**src/pitu_pkg.sv**
```systemverilog
// Purpose: constants and types for the prioritized interrupt and trap unit
// Assumes: one clock at 200 MHz, synchronous active-high reset
// Notes: 17 interrupt sources, 8 transfer channels, 16-bit trap flag register
package pitu_pkg;
	localparam int NSRC = 17;
	localparam int NCH = 8;
	localparam int ADDR_W = 8;
	localparam logic [7:0] ADDR_SRC0 = 8'h00;
	localparam logic [7:0] ADDR_CH0 = 8'h20;
	localparam logic [7:0] ADDR_TFR = 8'h40;
	localparam logic [7:0] ADDR_STAT = 8'h41;
	localparam logic [7:0] ADDR_EDGE = 8'h42;
	// Source control register fields
	localparam int B_IR = 7;
	localparam int B_IE = 6;
	localparam int B_XFER = 4;
	// Channel field sits in bits 10:8, clear of the request and enable flags
	localparam int B_CH = 8;
	localparam int F_PRI_W = 4;
	// Channel control register fields
	localparam int B_WORD = 15;
	localparam int B_INCDST = 14;
	localparam int B_CONT = 13;
	localparam int F_CNT_W = 8;
	// Trap flag register bits
	localparam int TF_UNDEF = 15;
	localparam int TF_PROT = 14;
	localparam int TF_ILLOP = 13;
	localparam int TF_FETCH = 12;
	localparam int TF_EXTBUS = 11;
	localparam int TF_NMI = 7;
	localparam int TF_ACCU = 6;
	localparam int TF_OVR = 2;
	localparam int TF_UNR = 1;
	localparam logic [6:0] TRAP_RESET = 7'h00;
	localparam logic [6:0] TRAP_NMI = 7'h02;
	localparam logic [6:0] TRAP_OVR = 7'h04;
	localparam logic [6:0] TRAP_UNR = 7'h06;
	localparam logic [6:0] TRAP_CLASSB = 7'h0a;
	localparam logic [6:0] SRC_TRAP [NSRC] = '{7'h18, 7'h19, 7'h1a, 7'h1b, 7'h22, 7'h23,
		7'h24, 7'h25, 7'h26, 7'h27, 7'h2a, 7'h47, 7'h2b, 7'h2c, 7'h3f, 7'h41, 7'h43};
	localparam int NEXT = 4;
	localparam real CLK_NS = 5.0;
	localparam real LAT_MIN_NS = 100.0;
	localparam real LAT_MAX_NS = 240.0;
	localparam int LAT_MIN_CYC = int'($ceil(LAT_MIN_NS / CLK_NS));
	localparam int LAT_MAX_CYC = int'($floor(LAT_MAX_NS / CLK_NS));
	localparam logic [5:0] LAT_CYC = 6'(LAT_MIN_CYC);
	localparam logic [1:0] EDGE_RISE = 2'h1;
	localparam logic [1:0] EDGE_FALL = 2'h2;
	localparam logic [1:0] EDGE_BOTH = 2'h3;
	typedef struct packed {
		logic valid;
		logic [8:0] vector;
		logic [6:0] trapNum;
		logic [3:0] level;
	} pitu_branch_s;
	typedef struct packed {
		logic valid;
		logic [2:0] chan;
		logic word;
		logic [15:0] srcPtr;
		logic [15:0] dstPtr;
	} pitu_xfer_s;
	typedef enum logic [1:0] {PITU_IDLE, PITU_WAIT, PITU_ISSUE} pitu_state_e;
	function automatic logic [8:0] pituVec(input logic [6:0] num);
		return {num, 2'h0};
	endfunction : pituVec
endpackage : pitu_pkg

```
**src/pitu_edge_det.sv**
```systemverilog
// Purpose: selectable edge detector for one fast external input
// Assumes: input synchronous to clk
// Notes: one-cycle pulse per selected edge
`timescale 1ns/1ps
module pitu_edge_det import pitu_pkg::*; (
	input wire logic clk,
	input wire logic rst,
	input wire logic pinIn,
	input wire logic [1:0] mode,
	output logic pulse
);
	logic prev_q;
	wire logic rise = pinIn & ~prev_q;
	wire logic fall = ~pinIn & prev_q;
	assign pulse = (rise & mode[0]) | (fall & mode[1]);
	always_ff @(posedge clk) begin
		if (rst) begin
			prev_q <= 1'b0;
		end else begin
			prev_q <= pinIn;
		end
	end
	edge_sel_a: assert property (@(posedge clk) disable iff (rst)
		pulse |-> (rise || fall) && ((mode == EDGE_BOTH) || (mode == EDGE_RISE && rise) ||
		(mode == EDGE_FALL && fall))) else $error("edge pulse without selected edge");
endmodule : pitu_edge_det

```
**src/pitu_top.sv**
```systemverilog
// Purpose: arbitration of interrupts, event transfers and hardware traps
// Assumes: CPU takes branch when brAck high; transfer done in one stolen cycle
// Notes: request latency padded to stay inside the 100..240 ns window
`timescale 1ns/1ps
module pitu_top import pitu_pkg::*; (
	input wire logic clk,
	input wire logic rst,
	input wire logic [ADDR_W-1:0] regAddr,
	input wire logic [15:0] regWdata,
	input wire logic regWr,
	input wire logic regRd,
	output logic [15:0] regRdata,
	input wire logic [NSRC-1:0] periphReq,
	input wire logic [NEXT-1:0] extPin,
	input wire logic nmiReq,
	input wire logic stackOverrun,
	input wire logic stackUnderrun,
	input wire logic [4:0] classBReq,
	input wire logic accuTrapReq,
	input wire logic swTrap,
	input wire logic [6:0] swTrapNum,
	input wire logic [3:0] cpuLevel,
	input wire logic resetReq,
	input wire logic serviceEnd,
	input wire logic brAck,
	output pitu_branch_s branch,
	output pitu_xfer_s xfer
);
	// ****************************************
	// Registers
	// ****************************************
	logic [15:0] srcCtl_q [NSRC];
	logic [15:0] chCtl_q [NCH];
	logic [15:0] chSrc_q [NCH];
	logic [15:0] chDst_q [NCH];
	logic [15:0] trapFlags_q;
	logic [2*NEXT-1:0] edgeMode_q;
	logic [3:0] curLevel_q;
	logic inTrap_q;
	logic [1:0] trapPri_q;
	pitu_state_e state_q;
	logic [5:0] lat_q;
	logic [4:0] pend_q;
	logic pendTrap_q;
	logic pendXfer_q;
	logic [15:0] rdata_q;
	pitu_branch_s branch_q;
	pitu_xfer_s xfer_q;
	// ****************************************
	// Source request collection
	// ****************************************
	logic [NEXT-1:0] extPulse;
	genvar gi;
	generate
		for (gi = 0; gi < NEXT; gi++) begin : g_ext
			pitu_edge_det u_edge (
				.clk(clk),
				.rst(rst),
				.pinIn(extPin[gi]),
				.mode(edgeMode_q[2*gi+1:2*gi]),
				.pulse(extPulse[gi])
			);
		end
	endgenerate
	wire logic [NSRC-1:0] hwEvent = periphReq | {{(NSRC-NEXT){1'b0}}, extPulse};
	// ****************************************
	// Arbitration
	// ****************************************
	logic [NSRC-1:0] active;
	logic [4:0] winIdx;
	logic [3:0] winLvl;
	logic winAny;
	generate
		for (gi = 0; gi < NSRC; gi++) begin : g_act
			assign active[gi] = srcCtl_q[gi][B_IR] & srcCtl_q[gi][B_IE];
		end
	endgenerate
	// highest level wins, lowest index on ties
	always_comb begin
		winIdx = 5'h0;
		winLvl = 4'h0;
		winAny = 1'b0;
		for (int i = 0; i < NSRC; i++) begin
			if (active[i] && (!winAny || srcCtl_q[i][F_PRI_W-1:0] > winLvl)) begin
				winAny = 1'b1;
				winIdx = 5'(i);
				winLvl = srcCtl_q[i][F_PRI_W-1:0];
			end
		end
	end
	wire logic [2:0] winCh = srcCtl_q[winIdx][B_CH+2:B_CH];
	wire logic winXfer = srcCtl_q[winIdx][B_XFER];
	wire logic [F_CNT_W-1:0] winCnt = chCtl_q[winCh][F_CNT_W-1:0];
	// strictly higher only; traps block normal requests
	wire logic canPreempt = winAny && winLvl > curLevel_q && !inTrap_q && state_q == PITU_IDLE;
	// counter zero turns the request into a normal interrupt
	wire logic doXfer = winXfer && winCnt != '0;
	// Trap priority: reset 3, class A 2, class B 1
	wire logic trapA = nmiReq | stackOverrun | stackUnderrun;
	wire logic trapB = |classBReq | accuTrapReq;
	wire logic [1:0] newTrapPri = resetReq ? 2'h3 : trapA ? 2'h2 : trapB ? 2'h1 : 2'h0;
	// trap preempts unless an equal or higher trap runs
	wire logic trapGo = newTrapPri != 2'h0 && (!inTrap_q || newTrapPri > trapPri_q);
	wire logic [6:0] trapNum = resetReq ? TRAP_RESET : nmiReq ? TRAP_NMI :
		stackOverrun ? TRAP_OVR : stackUnderrun ? TRAP_UNR : TRAP_CLASSB;
	// ****************************************
	// Register bus
	// ****************************************
	wire logic srcHit = regAddr < ADDR_W'(NSRC);
	wire logic [4:0] srcSel = regAddr[4:0];
	wire logic chHit = regAddr >= ADDR_CH0 && regAddr < ADDR_CH0 + ADDR_W'(3 * NCH);
	wire logic [4:0] chOff = 5'(regAddr - ADDR_CH0);
	wire logic [2:0] chSel = 3'(chOff / 5'h3);
	wire logic [1:0] chKind = 2'(chOff % 5'h3);
	logic [15:0] rdMux;
	always_comb begin
		rdMux = 16'h0;
		if (srcHit) begin
			rdMux = srcCtl_q[srcSel];
		end else if (chHit) begin
			rdMux = chKind == 2'h0 ? chCtl_q[chSel] : chKind == 2'h1 ? chSrc_q[chSel] :
				chDst_q[chSel];
		end else if (regAddr == ADDR_TFR) begin
			rdMux = trapFlags_q;
		end else if (regAddr == ADDR_STAT) begin
			rdMux = {10'h0, trapPri_q, curLevel_q};
		end else if (regAddr == ADDR_EDGE) begin
			rdMux = {8'h0, edgeMode_q};
		end
	end
	// ****************************************
	// Source control registers
	// ****************************************
	wire logic issue = state_q == PITU_ISSUE;
	generate
		for (gi = 0; gi < NSRC; gi++) begin : g_src
			wire logic wrHit = regWr && srcHit && srcSel == 5'(gi);
			wire logic served = issue && !pendTrap_q && pend_q == 5'(gi) && pendXfer_q;
			always_ff @(posedge clk) begin
				if (rst) begin
					srcCtl_q[gi] <= 16'h0;
				end else begin
					if (wrHit) begin
						srcCtl_q[gi] <= regWdata;
					end
					// Transfer service clears its own request; set still wins
					if (served) begin
						srcCtl_q[gi][B_IR] <= 1'b0;
					end
					// hardware set wins over a software clear
					if (hwEvent[gi]) begin
						srcCtl_q[gi][B_IR] <= 1'b1;
					end
				end
			end
		end
	endgenerate
	// ****************************************
	// Trap flag register
	// ****************************************
	wire logic [15:0] trapSet = {classBReq, 3'h0, nmiReq, accuTrapReq, 3'h0,
		stackOverrun, stackUnderrun, 1'b0};
	always_ff @(posedge clk) begin
		if (rst) begin
			trapFlags_q <= 16'h0;
			edgeMode_q <= {NEXT{EDGE_RISE}};
		end else begin
			if (regWr && regAddr == ADDR_EDGE) begin
				edgeMode_q <= regWdata[2*NEXT-1:0];
			end
			// per-trap flag bit; accumulator on bit 6
			trapFlags_q <= ((regWr && regAddr == ADDR_TFR) ? regWdata : trapFlags_q) | trapSet;
		end
	end
	// ****************************************
	// Transfer channels
	// ****************************************
	wire logic xferFire = issue && pendXfer_q && !pendTrap_q;
	wire logic [2:0] fireCh = srcCtl_q[pend_q][B_CH+2:B_CH];
	generate
		for (gi = 0; gi < NCH; gi++) begin : g_ch
			wire logic mine = xferFire && fireCh == 3'(gi);
			wire logic [15:0] step = chCtl_q[gi][B_WORD] ? 16'h2 : 16'h1;
			always_ff @(posedge clk) begin
				if (rst) begin
					chCtl_q[gi] <= 16'h0;
					chSrc_q[gi] <= 16'h0;
					chDst_q[gi] <= 16'h0;
				end else if (regWr && chHit && chSel == 3'(gi)) begin
					if (chKind == 2'h0) chCtl_q[gi] <= regWdata;
					if (chKind == 2'h1) chSrc_q[gi] <= regWdata;
					if (chKind == 2'h2) chDst_q[gi] <= regWdata;
				end else if (mine) begin
					if (chCtl_q[gi][B_INCDST]) chDst_q[gi] <= chDst_q[gi] + step;
					else chSrc_q[gi] <= chSrc_q[gi] + step;
					if (!chCtl_q[gi][B_CONT]) begin
						chCtl_q[gi][F_CNT_W-1:0] <= chCtl_q[gi][F_CNT_W-1:0] - 1'b1;
					end
				end
			end
		end
	endgenerate
	// ****************************************
	// Service sequencer
	// ****************************************
	always_ff @(posedge clk) begin
		if (rst) begin
			state_q <= PITU_IDLE;
			lat_q <= 6'h0;
			pend_q <= 5'h0;
			pendTrap_q <= 1'b0;
			pendXfer_q <= 1'b0;
			curLevel_q <= 4'h0;
			inTrap_q <= 1'b0;
			trapPri_q <= 2'h0;
			branch_q <= '0;
			xfer_q <= '0;
			rdata_q <= 16'h0;
		end else begin
			rdata_q <= regRd ? rdMux : rdata_q;
			xfer_q.valid <= 1'b0;
			if (serviceEnd) begin
				inTrap_q <= 1'b0;
				trapPri_q <= 2'h0;
				curLevel_q <= cpuLevel;
			end
			if (branch_q.valid && brAck) begin
				branch_q.valid <= 1'b0;
			end
			case (state_q)
				PITU_IDLE: begin
					if (trapGo) begin
						pendTrap_q <= 1'b1;
						trapPri_q <= newTrapPri;
						inTrap_q <= 1'b1;
						lat_q <= LAT_CYC;
						state_q <= PITU_WAIT;
						branch_q.trapNum <= trapNum;
					end else if (swTrap) begin
						branch_q <= '{1'b1, pituVec(swTrapNum), swTrapNum, cpuLevel};
					end else if (canPreempt) begin
						// source selects transfer or vectored service
						pendTrap_q <= 1'b0;
						pend_q <= winIdx;
						pendXfer_q <= doXfer;
						lat_q <= LAT_CYC;
						state_q <= PITU_WAIT;
					end
				end
				PITU_WAIT: begin
					lat_q <= lat_q - 6'h1;
					if (lat_q == 6'h1) state_q <= PITU_ISSUE;
				end
				PITU_ISSUE: begin
					state_q <= PITU_IDLE;
					if (pendTrap_q) begin
						branch_q <= '{1'b1, pituVec(branch_q.trapNum), branch_q.trapNum, 4'hf};
					end else if (pendXfer_q) begin
						xfer_q <= '{1'b1, fireCh, chCtl_q[fireCh][B_WORD],
							chSrc_q[fireCh], chDst_q[fireCh]};
					end else begin
						// branch to the source's own vector
						branch_q <= '{1'b1, pituVec(SRC_TRAP[pend_q]), SRC_TRAP[pend_q],
							srcCtl_q[pend_q][F_PRI_W-1:0]};
						curLevel_q <= srcCtl_q[pend_q][F_PRI_W-1:0];
					end
				end
				default: state_q <= PITU_IDLE;
			endcase
		end
	end
	assign regRdata = rdata_q;
	assign branch = branch_q;
	assign xfer = xfer_q;
	// ****************************************
	// Checks
	// ****************************************
	// Latency is a fixed pad, so the check pins it to one exact cycle count
	latency_window_a: assert property (@(posedge clk) disable iff (rst)
		(state_q == PITU_IDLE && $past(state_q) == PITU_ISSUE) |->
		$past(state_q, LAT_MIN_CYC + 2) == PITU_IDLE) else $error("service latency off");
	xfer_one_a: assert property (@(posedge clk) disable iff (rst)
		xfer.valid |=> !xfer.valid) else $error("transfer longer than one cycle");
	xfer_nobr_a: assert property (@(posedge clk) disable iff (rst)
		$rose(xfer.valid) |-> !$rose(branch.valid)) else $error("transfer branched");
	trap_flag_a: assert property (@(posedge clk) disable iff (rst)
		accuTrapReq |=> trapFlags_q[TF_ACCU]) else $error("accumulator flag missing");
	nmi_flag_a: assert property (@(posedge clk) disable iff (rst)
		nmiReq |=> trapFlags_q[TF_NMI]) else $error("nonmaskable flag missing");
	vec_times4_a: assert property (@(posedge clk) disable iff (rst)
		branch.valid |-> branch.vector == {branch.trapNum, 2'h0})
		else $error("vector not four times number");
	reset_vec_a: assert property (@(posedge clk) disable iff (rst)
		(branch.valid && branch.trapNum == TRAP_RESET && pendTrap_q) |-> branch.vector == 9'h0)
		else $error("reset vector wrong");
	trap_take_a: assert property (@(posedge clk) disable iff (rst)
		(state_q == PITU_IDLE && trapGo) |=> inTrap_q) else $error("trap not taken");
	trapb_num_a: assert property (@(posedge clk) disable iff (rst)
		(state_q == PITU_IDLE && trapGo && newTrapPri == 2'h1) |=>
		branch_q.trapNum == TRAP_CLASSB) else $error("class b trap number wrong");
	// Views of the firing channel and pending source for the checks below
	wire logic [F_CNT_W-1:0] fireCnt = chCtl_q[fireCh][F_CNT_W-1:0];
	wire logic [F_PRI_W-1:0] pendLvl = srcCtl_q[pend_q][F_PRI_W-1:0];
	cnt_dec_a: assert property (@(posedge clk) disable iff (rst)
		(xferFire && !chCtl_q[fireCh][B_CONT] && !regWr) |=>
		chCtl_q[$past(fireCh)][F_CNT_W-1:0] == $past(fireCnt) - 1'b1)
		else $error("count not decremented");
	cont_hold_a: assert property (@(posedge clk) disable iff (rst)
		(xferFire && chCtl_q[fireCh][B_CONT] && !regWr) |=>
		chCtl_q[$past(fireCh)][F_CNT_W-1:0] == $past(fireCnt))
		else $error("continuous count moved");
	preempt_a: assert property (@(posedge clk) disable iff (rst)
		(state_q == PITU_IDLE && !trapGo && !swTrap && winAny && winLvl <= curLevel_q)
		|=> state_q == PITU_IDLE) else $error("equal level preempted");
	// A trap in service shuts out normal and transfer requests entirely
	trap_block_a: assert property (@(posedge clk) disable iff (rst)
		(state_q == PITU_IDLE && inTrap_q) |=> !(state_q == PITU_WAIT && !pendTrap_q))
		else $error("normal request entered a trap service");
	trap_pre_a: assert property (@(posedge clk) disable iff (rst)
		(state_q == PITU_IDLE && inTrap_q && newTrapPri > trapPri_q) |=>
		(state_q == PITU_WAIT && pendTrap_q)) else $error("higher trap not taken");
	zero_cnt_a: assert property (@(posedge clk) disable iff (rst)
		(state_q == PITU_IDLE && !trapGo && !swTrap && canPreempt && winXfer && winCnt == '0)
		|=> (state_q == PITU_WAIT && !pendXfer_q)) else $error("empty channel still moved");
	issue_branch_a: assert property (@(posedge clk) disable iff (rst)
		(issue && !pendTrap_q && !pendXfer_q) |=>
		(branch.valid && branch.level == $past(pendLvl)))
		else $error("normal service did not branch");
	swtrap_lvl_a: assert property (@(posedge clk) disable iff (rst)
		(state_q == PITU_IDLE && !trapGo && swTrap) |=> (branch.valid &&
		branch.level == $past(cpuLevel) && branch.trapNum == $past(swTrapNum)))
		else $error("software trap level or number wrong");
	// Main scenarios
	cov_xfer_c: cover property (@(posedge clk) xfer.valid);
	cov_trap_c: cover property (@(posedge clk) branch.valid && pendTrap_q);
	cov_irq_c: cover property (@(posedge clk) branch.valid && !pendTrap_q);
	cov_soft_c: cover property (@(posedge clk) state_q == PITU_IDLE && !trapGo && swTrap);
	cov_nest_c: cover property (@(posedge clk) canPreempt && curLevel_q != 4'h0);
endmodule : pitu_top

```
**config.mk**
```make
export PLATFORM = sky130hd
export DESIGN_NAME = pitu_top
export DESIGN_NICKNAME = d
export VERILOG_FILES = /design/src/pitu_pkg.sv /design/src/pitu_edge_det.sv /design/src/pitu_top.sv
export SDC_FILE = /design/constraint.sdc
export NUM_CORES = 2
export LEC_CHECK = 0
export ABC_AREA = 0
export BUFFER_PORTS_ARGS = -buffer_cell sky130_fd_sc_hd__buf_2
export CAP_MARGIN = 5
export CELL_PAD_IN_SITES_DETAIL_PLACEMENT = 0
export CELL_PAD_IN_SITES_GLOBAL_PLACEMENT = 1
export CORE_ASPECT_RATIO = 0.9
export CORE_MARGIN = 2
export CORE_UTILIZATION = 50
export CTS_CLUSTER_DIAMETER = 50
export DETAILED_ROUTE_END_ITERATION = 7
export PLACE_DENSITY_LB_ADDON = 0.15
export SLEW_MARGIN = 0
export SYNTH_ARGS = -nofsm -noshare
export SYNTH_HDL_FRONTEND = slang
export SYNTH_HIERARCHICAL = 1
export SYNTH_SLANG_ARGS = --single-unit
```
**constraint.sdc**
```tcl
create_clock -name clk -period 41.6 [get_ports clk]
set_input_delay 4.16 -clock clk [delete_from_list [all_inputs] [get_ports clk]]
set_output_delay 4.16 -clock clk [all_outputs]
set_load 0.05 [all_outputs]
```
==> results.ini <==
[status]
outcome = finished clean

[routing]
num_vias = 42900
ant_nets = 0
drc = 0
drtIter0Drc = 6034
wl_per_cell_microns = 28.2
first_pass_iters = 8
routed_via_density = 6.46
wl_mm = 188

[synth]
netlist_area_sq_um = 50200
synthFlopType = edfxtp_1
async_flop_share = 0
synth_cells = 5214
synth_area_leaders = edfxtp_1 39%, nand2_1 5.4%, mux4_2 5.2%, dfxtp_1 5.1%, and2_1 4.9%
synth_fa_ha_area_frac = 0.0345
yosys_warnings = 6
synthSimpleGateAreaFrac = 0.190
synth_common_cells = 720 x nand2_1, 656 x edfxtp_1, 453 x o21ai_0
syn_avg_cell_area_sq_um = 9.63
muxShareOfSynthArea = 0.0875
ys_seq_area_frac = 0.443
synth_edf_count = 656
ys_types = 107
synth-xor-area-share = 0.0478
synth_compound_area_frac = 0.155
synth.most_common_cell = nand2_1
synth_area_leader_cell = edfxtp_1
ys_ff_latch = 783
synth_top_family_by_area = simple AND/OR/NAND/NOR gates
synth_top_area_share = 0.392

[min_path]
hp-class = reg -> reg
hold_depth = 2
worstHoldStart = trapFlags_q[5]$_SDFFE_PP0P_
whs_endpoint = trapFlags_q[5]$_SDFFE_PP0P_

[placed_design]
port_buffers = 144
hpwl_mm = 130
place_ws_ns = 12.13
place_congestion = 0.937

[floorplan]
die_y_microns = 305
core_sq_um = 99800
std_cell_rows = 110
ios = 147
initial_utilization = 0.503
die_area_sq_um = 103000
die_w_microns = 338

[global_routing]
grt_first_pass_wirelength_mm = 274
grt_remaining_overflow = 0
grt_max_degree = 142
antenna_found_initial = 9
track_usage = 0.359
grt_pass1_vias = 39900

[cts]
post_cts_buffers = 0
clk_latency_ns = 0.71
cts_num_sinks = 783
cts_tree = built
cts_buffers = 109
cts_resized = 0
root_buffer = clkbuf_16
htreeDepth = 3
cts_hold_buffers = 0
max-clock-path-buffers = 3
clk_pin_slew_ns = 0.06

[worst_setup_path]
endpoint_kind = flop
r2r-end = lat_q[4]$_SDFFE_PP0P_
arrival_ns = 30.48
start_kind = flop
path_delay_family = compound AO/OA/AOI/OAI gates
critPathRequiredTime_ns = 42.16
worstPathMaxFanout = 15
startpoint = srcCtl_q[0][7]$_DFFE_PP_
rrSetupSlack_ns = 11.68
reg2reg_from = srcCtl_q[0][7]$_DFFE_PP_
rr_worst_depth = 135
critPathKind = reg -> reg
cp_slowest_cell = a21oi_1
cp_slowest_stage_delay_ns = 0.84
crit_buf_inv = 9

[timing]
drv_slew = 0
timing.final.crit_share = 0.719
setup_tns_ns = 0
slew_headroom = 0.150
period_needed_ns = 29.92
finalSetupViolCount = 0
hold_ws_ns = 0.463
worstMarginPinSlew_ns = 1.28
clock.fmax_mhz = 33.4
clock_skew_ns = 0.0269
rsz0062_at_grt = no
worst_slack_ns = 11.68
finalHoldViolations = 0

[pwr]
p_leak_nw = 19.9
power_density_nw_per_um2 = 43.9
irDropWorstVdd_mv = 0.0398

[final_layout]
utilization = 0.560
final_nets = 5402
fillerInstances = 8845
syn2layout_area_growth_pct = 11.2
drive_above_1_share = 0.126

[job]
maxCapViolCount = 0

## cell usage in the layout, fill, tap and decap left out, drive strengths merged, types with 57 or more instances in the layout
master    n
dfxtp   127
a31oi    57
mux4    117
mux2i   117
ha      113
xor2    122
nand3   110
o21ai   465
xnor2   152
and3     74
clkbuf  126
a211oi  125
nor2    290
nand2   721
buf     235
and2    395
a21oi   295
nor3    110
inv     211
edfxtp  656
## flip-flops by register name, indices dropped and copies added (netlist names), named ones only
signal               count
branch                  19
chCtl_q                128
chDst_q                128
chSrc_q                128
curLevel_q               4
edgeMode_q               8
g_ext.u_edge/prev_q      4
inTrap_q                 1
lat_q                    6
pendTrap_q               1
pendXfer_q               1
pend_q                   5
regRdata                16
srcCtl_q               272
state_q                  2
trapFlags_q             16
trapPri_q                2
xfer                    37
## kinds of logic after synthesis
group | after synthesis
compound gates | 1243
xor+xnor | 274
fa+ha+maj | 129
buf+inv | 553
flops | 783
mux | 282
other cells | 1
simple gates | 1949
## worst register-to-register path, delay by kind of cell, from the launching register on
family / cells / cell delay (ns)
AO/OA/AOI/OAI: 57 / 13.19
XOR/XNOR: 1 / 0.15
adder cells (fa/ha/maj): 17 / 4.82
buffers and inverters: 9 / 0.61
flip-flops: 1 / 0.46
multiplexers: 12 / 4.25
AND/OR/NAND/NOR: 39 / 6.26
## where the power goes
part	internal [mW]	switching [mW]	total, mW
Clock	0.574	0.395	0.969
Combinational	0.198	0.362	0.560
Sequential	0.884	0.0386	0.922
Total	1.66	0.796	2.45
## through the flow
stage          cell area, sq um  total power [mW]  instances
2_1_floorplan             50200              1.30       5215
3_3_place_gp              52100              1.47       6431
3_5_place_dp              52100              1.48       6431
4_1_cts                   55800              2.44       6638
5_1_grt                   55800              2.52       6640
6_report                  55900              2.45       6644
## per-layer routing
metal / vias up / wire, microns / GRT usage
met5: - / 20 / 0
met4: 4 / 6270 / 0.113
met3: 330 / 22100 / 0.0830
met2: 2528 / 78400 / 0.507
met1: 21100 / 80700 / 0.542
li1: 18900 / - / -
## cell type report
type / count / area, sq um / area share
Multi-Input combinational cell: 3879 / 26000 / 0.466
Tap cell: 1344 / 1680 / 0.0301
Inverter: 192 / 721 / 0.0129
Antenna cell: 4 / 10.0 / 0.000179
Clock buffer: 126 / 2900 / 0.0519
Sequential cell: 783 / 22200 / 0.398
Clock inverter: 81 / 831 / 0.0149
Timing Repair Buffer: 235 / 1430 / 0.0256
## how the worst max path moves through the flow
stage | to | slack, ns | depth (start not counted)
after floorplan | pendXfer_q$_SDFFE_PP0P_ | 16.54 | 131
after CTS | lat_q[4]$_SDFFE_PP0P_ | 12.04 | 137
after detailed placement | lat_q[4]$_SDFFE_PP0P_ | 12.13 | 137
after global placement | lat_q[4]$_SDFFE_PP0P_ | 12.90 | 135
after global routing | lat_q[4]$_SDFFE_PP0P_ | 9.12 | 138
final | lat_q[4]$_SDFFE_PP0P_ | 11.68 | 135
(Power assumes the default switching activity.)
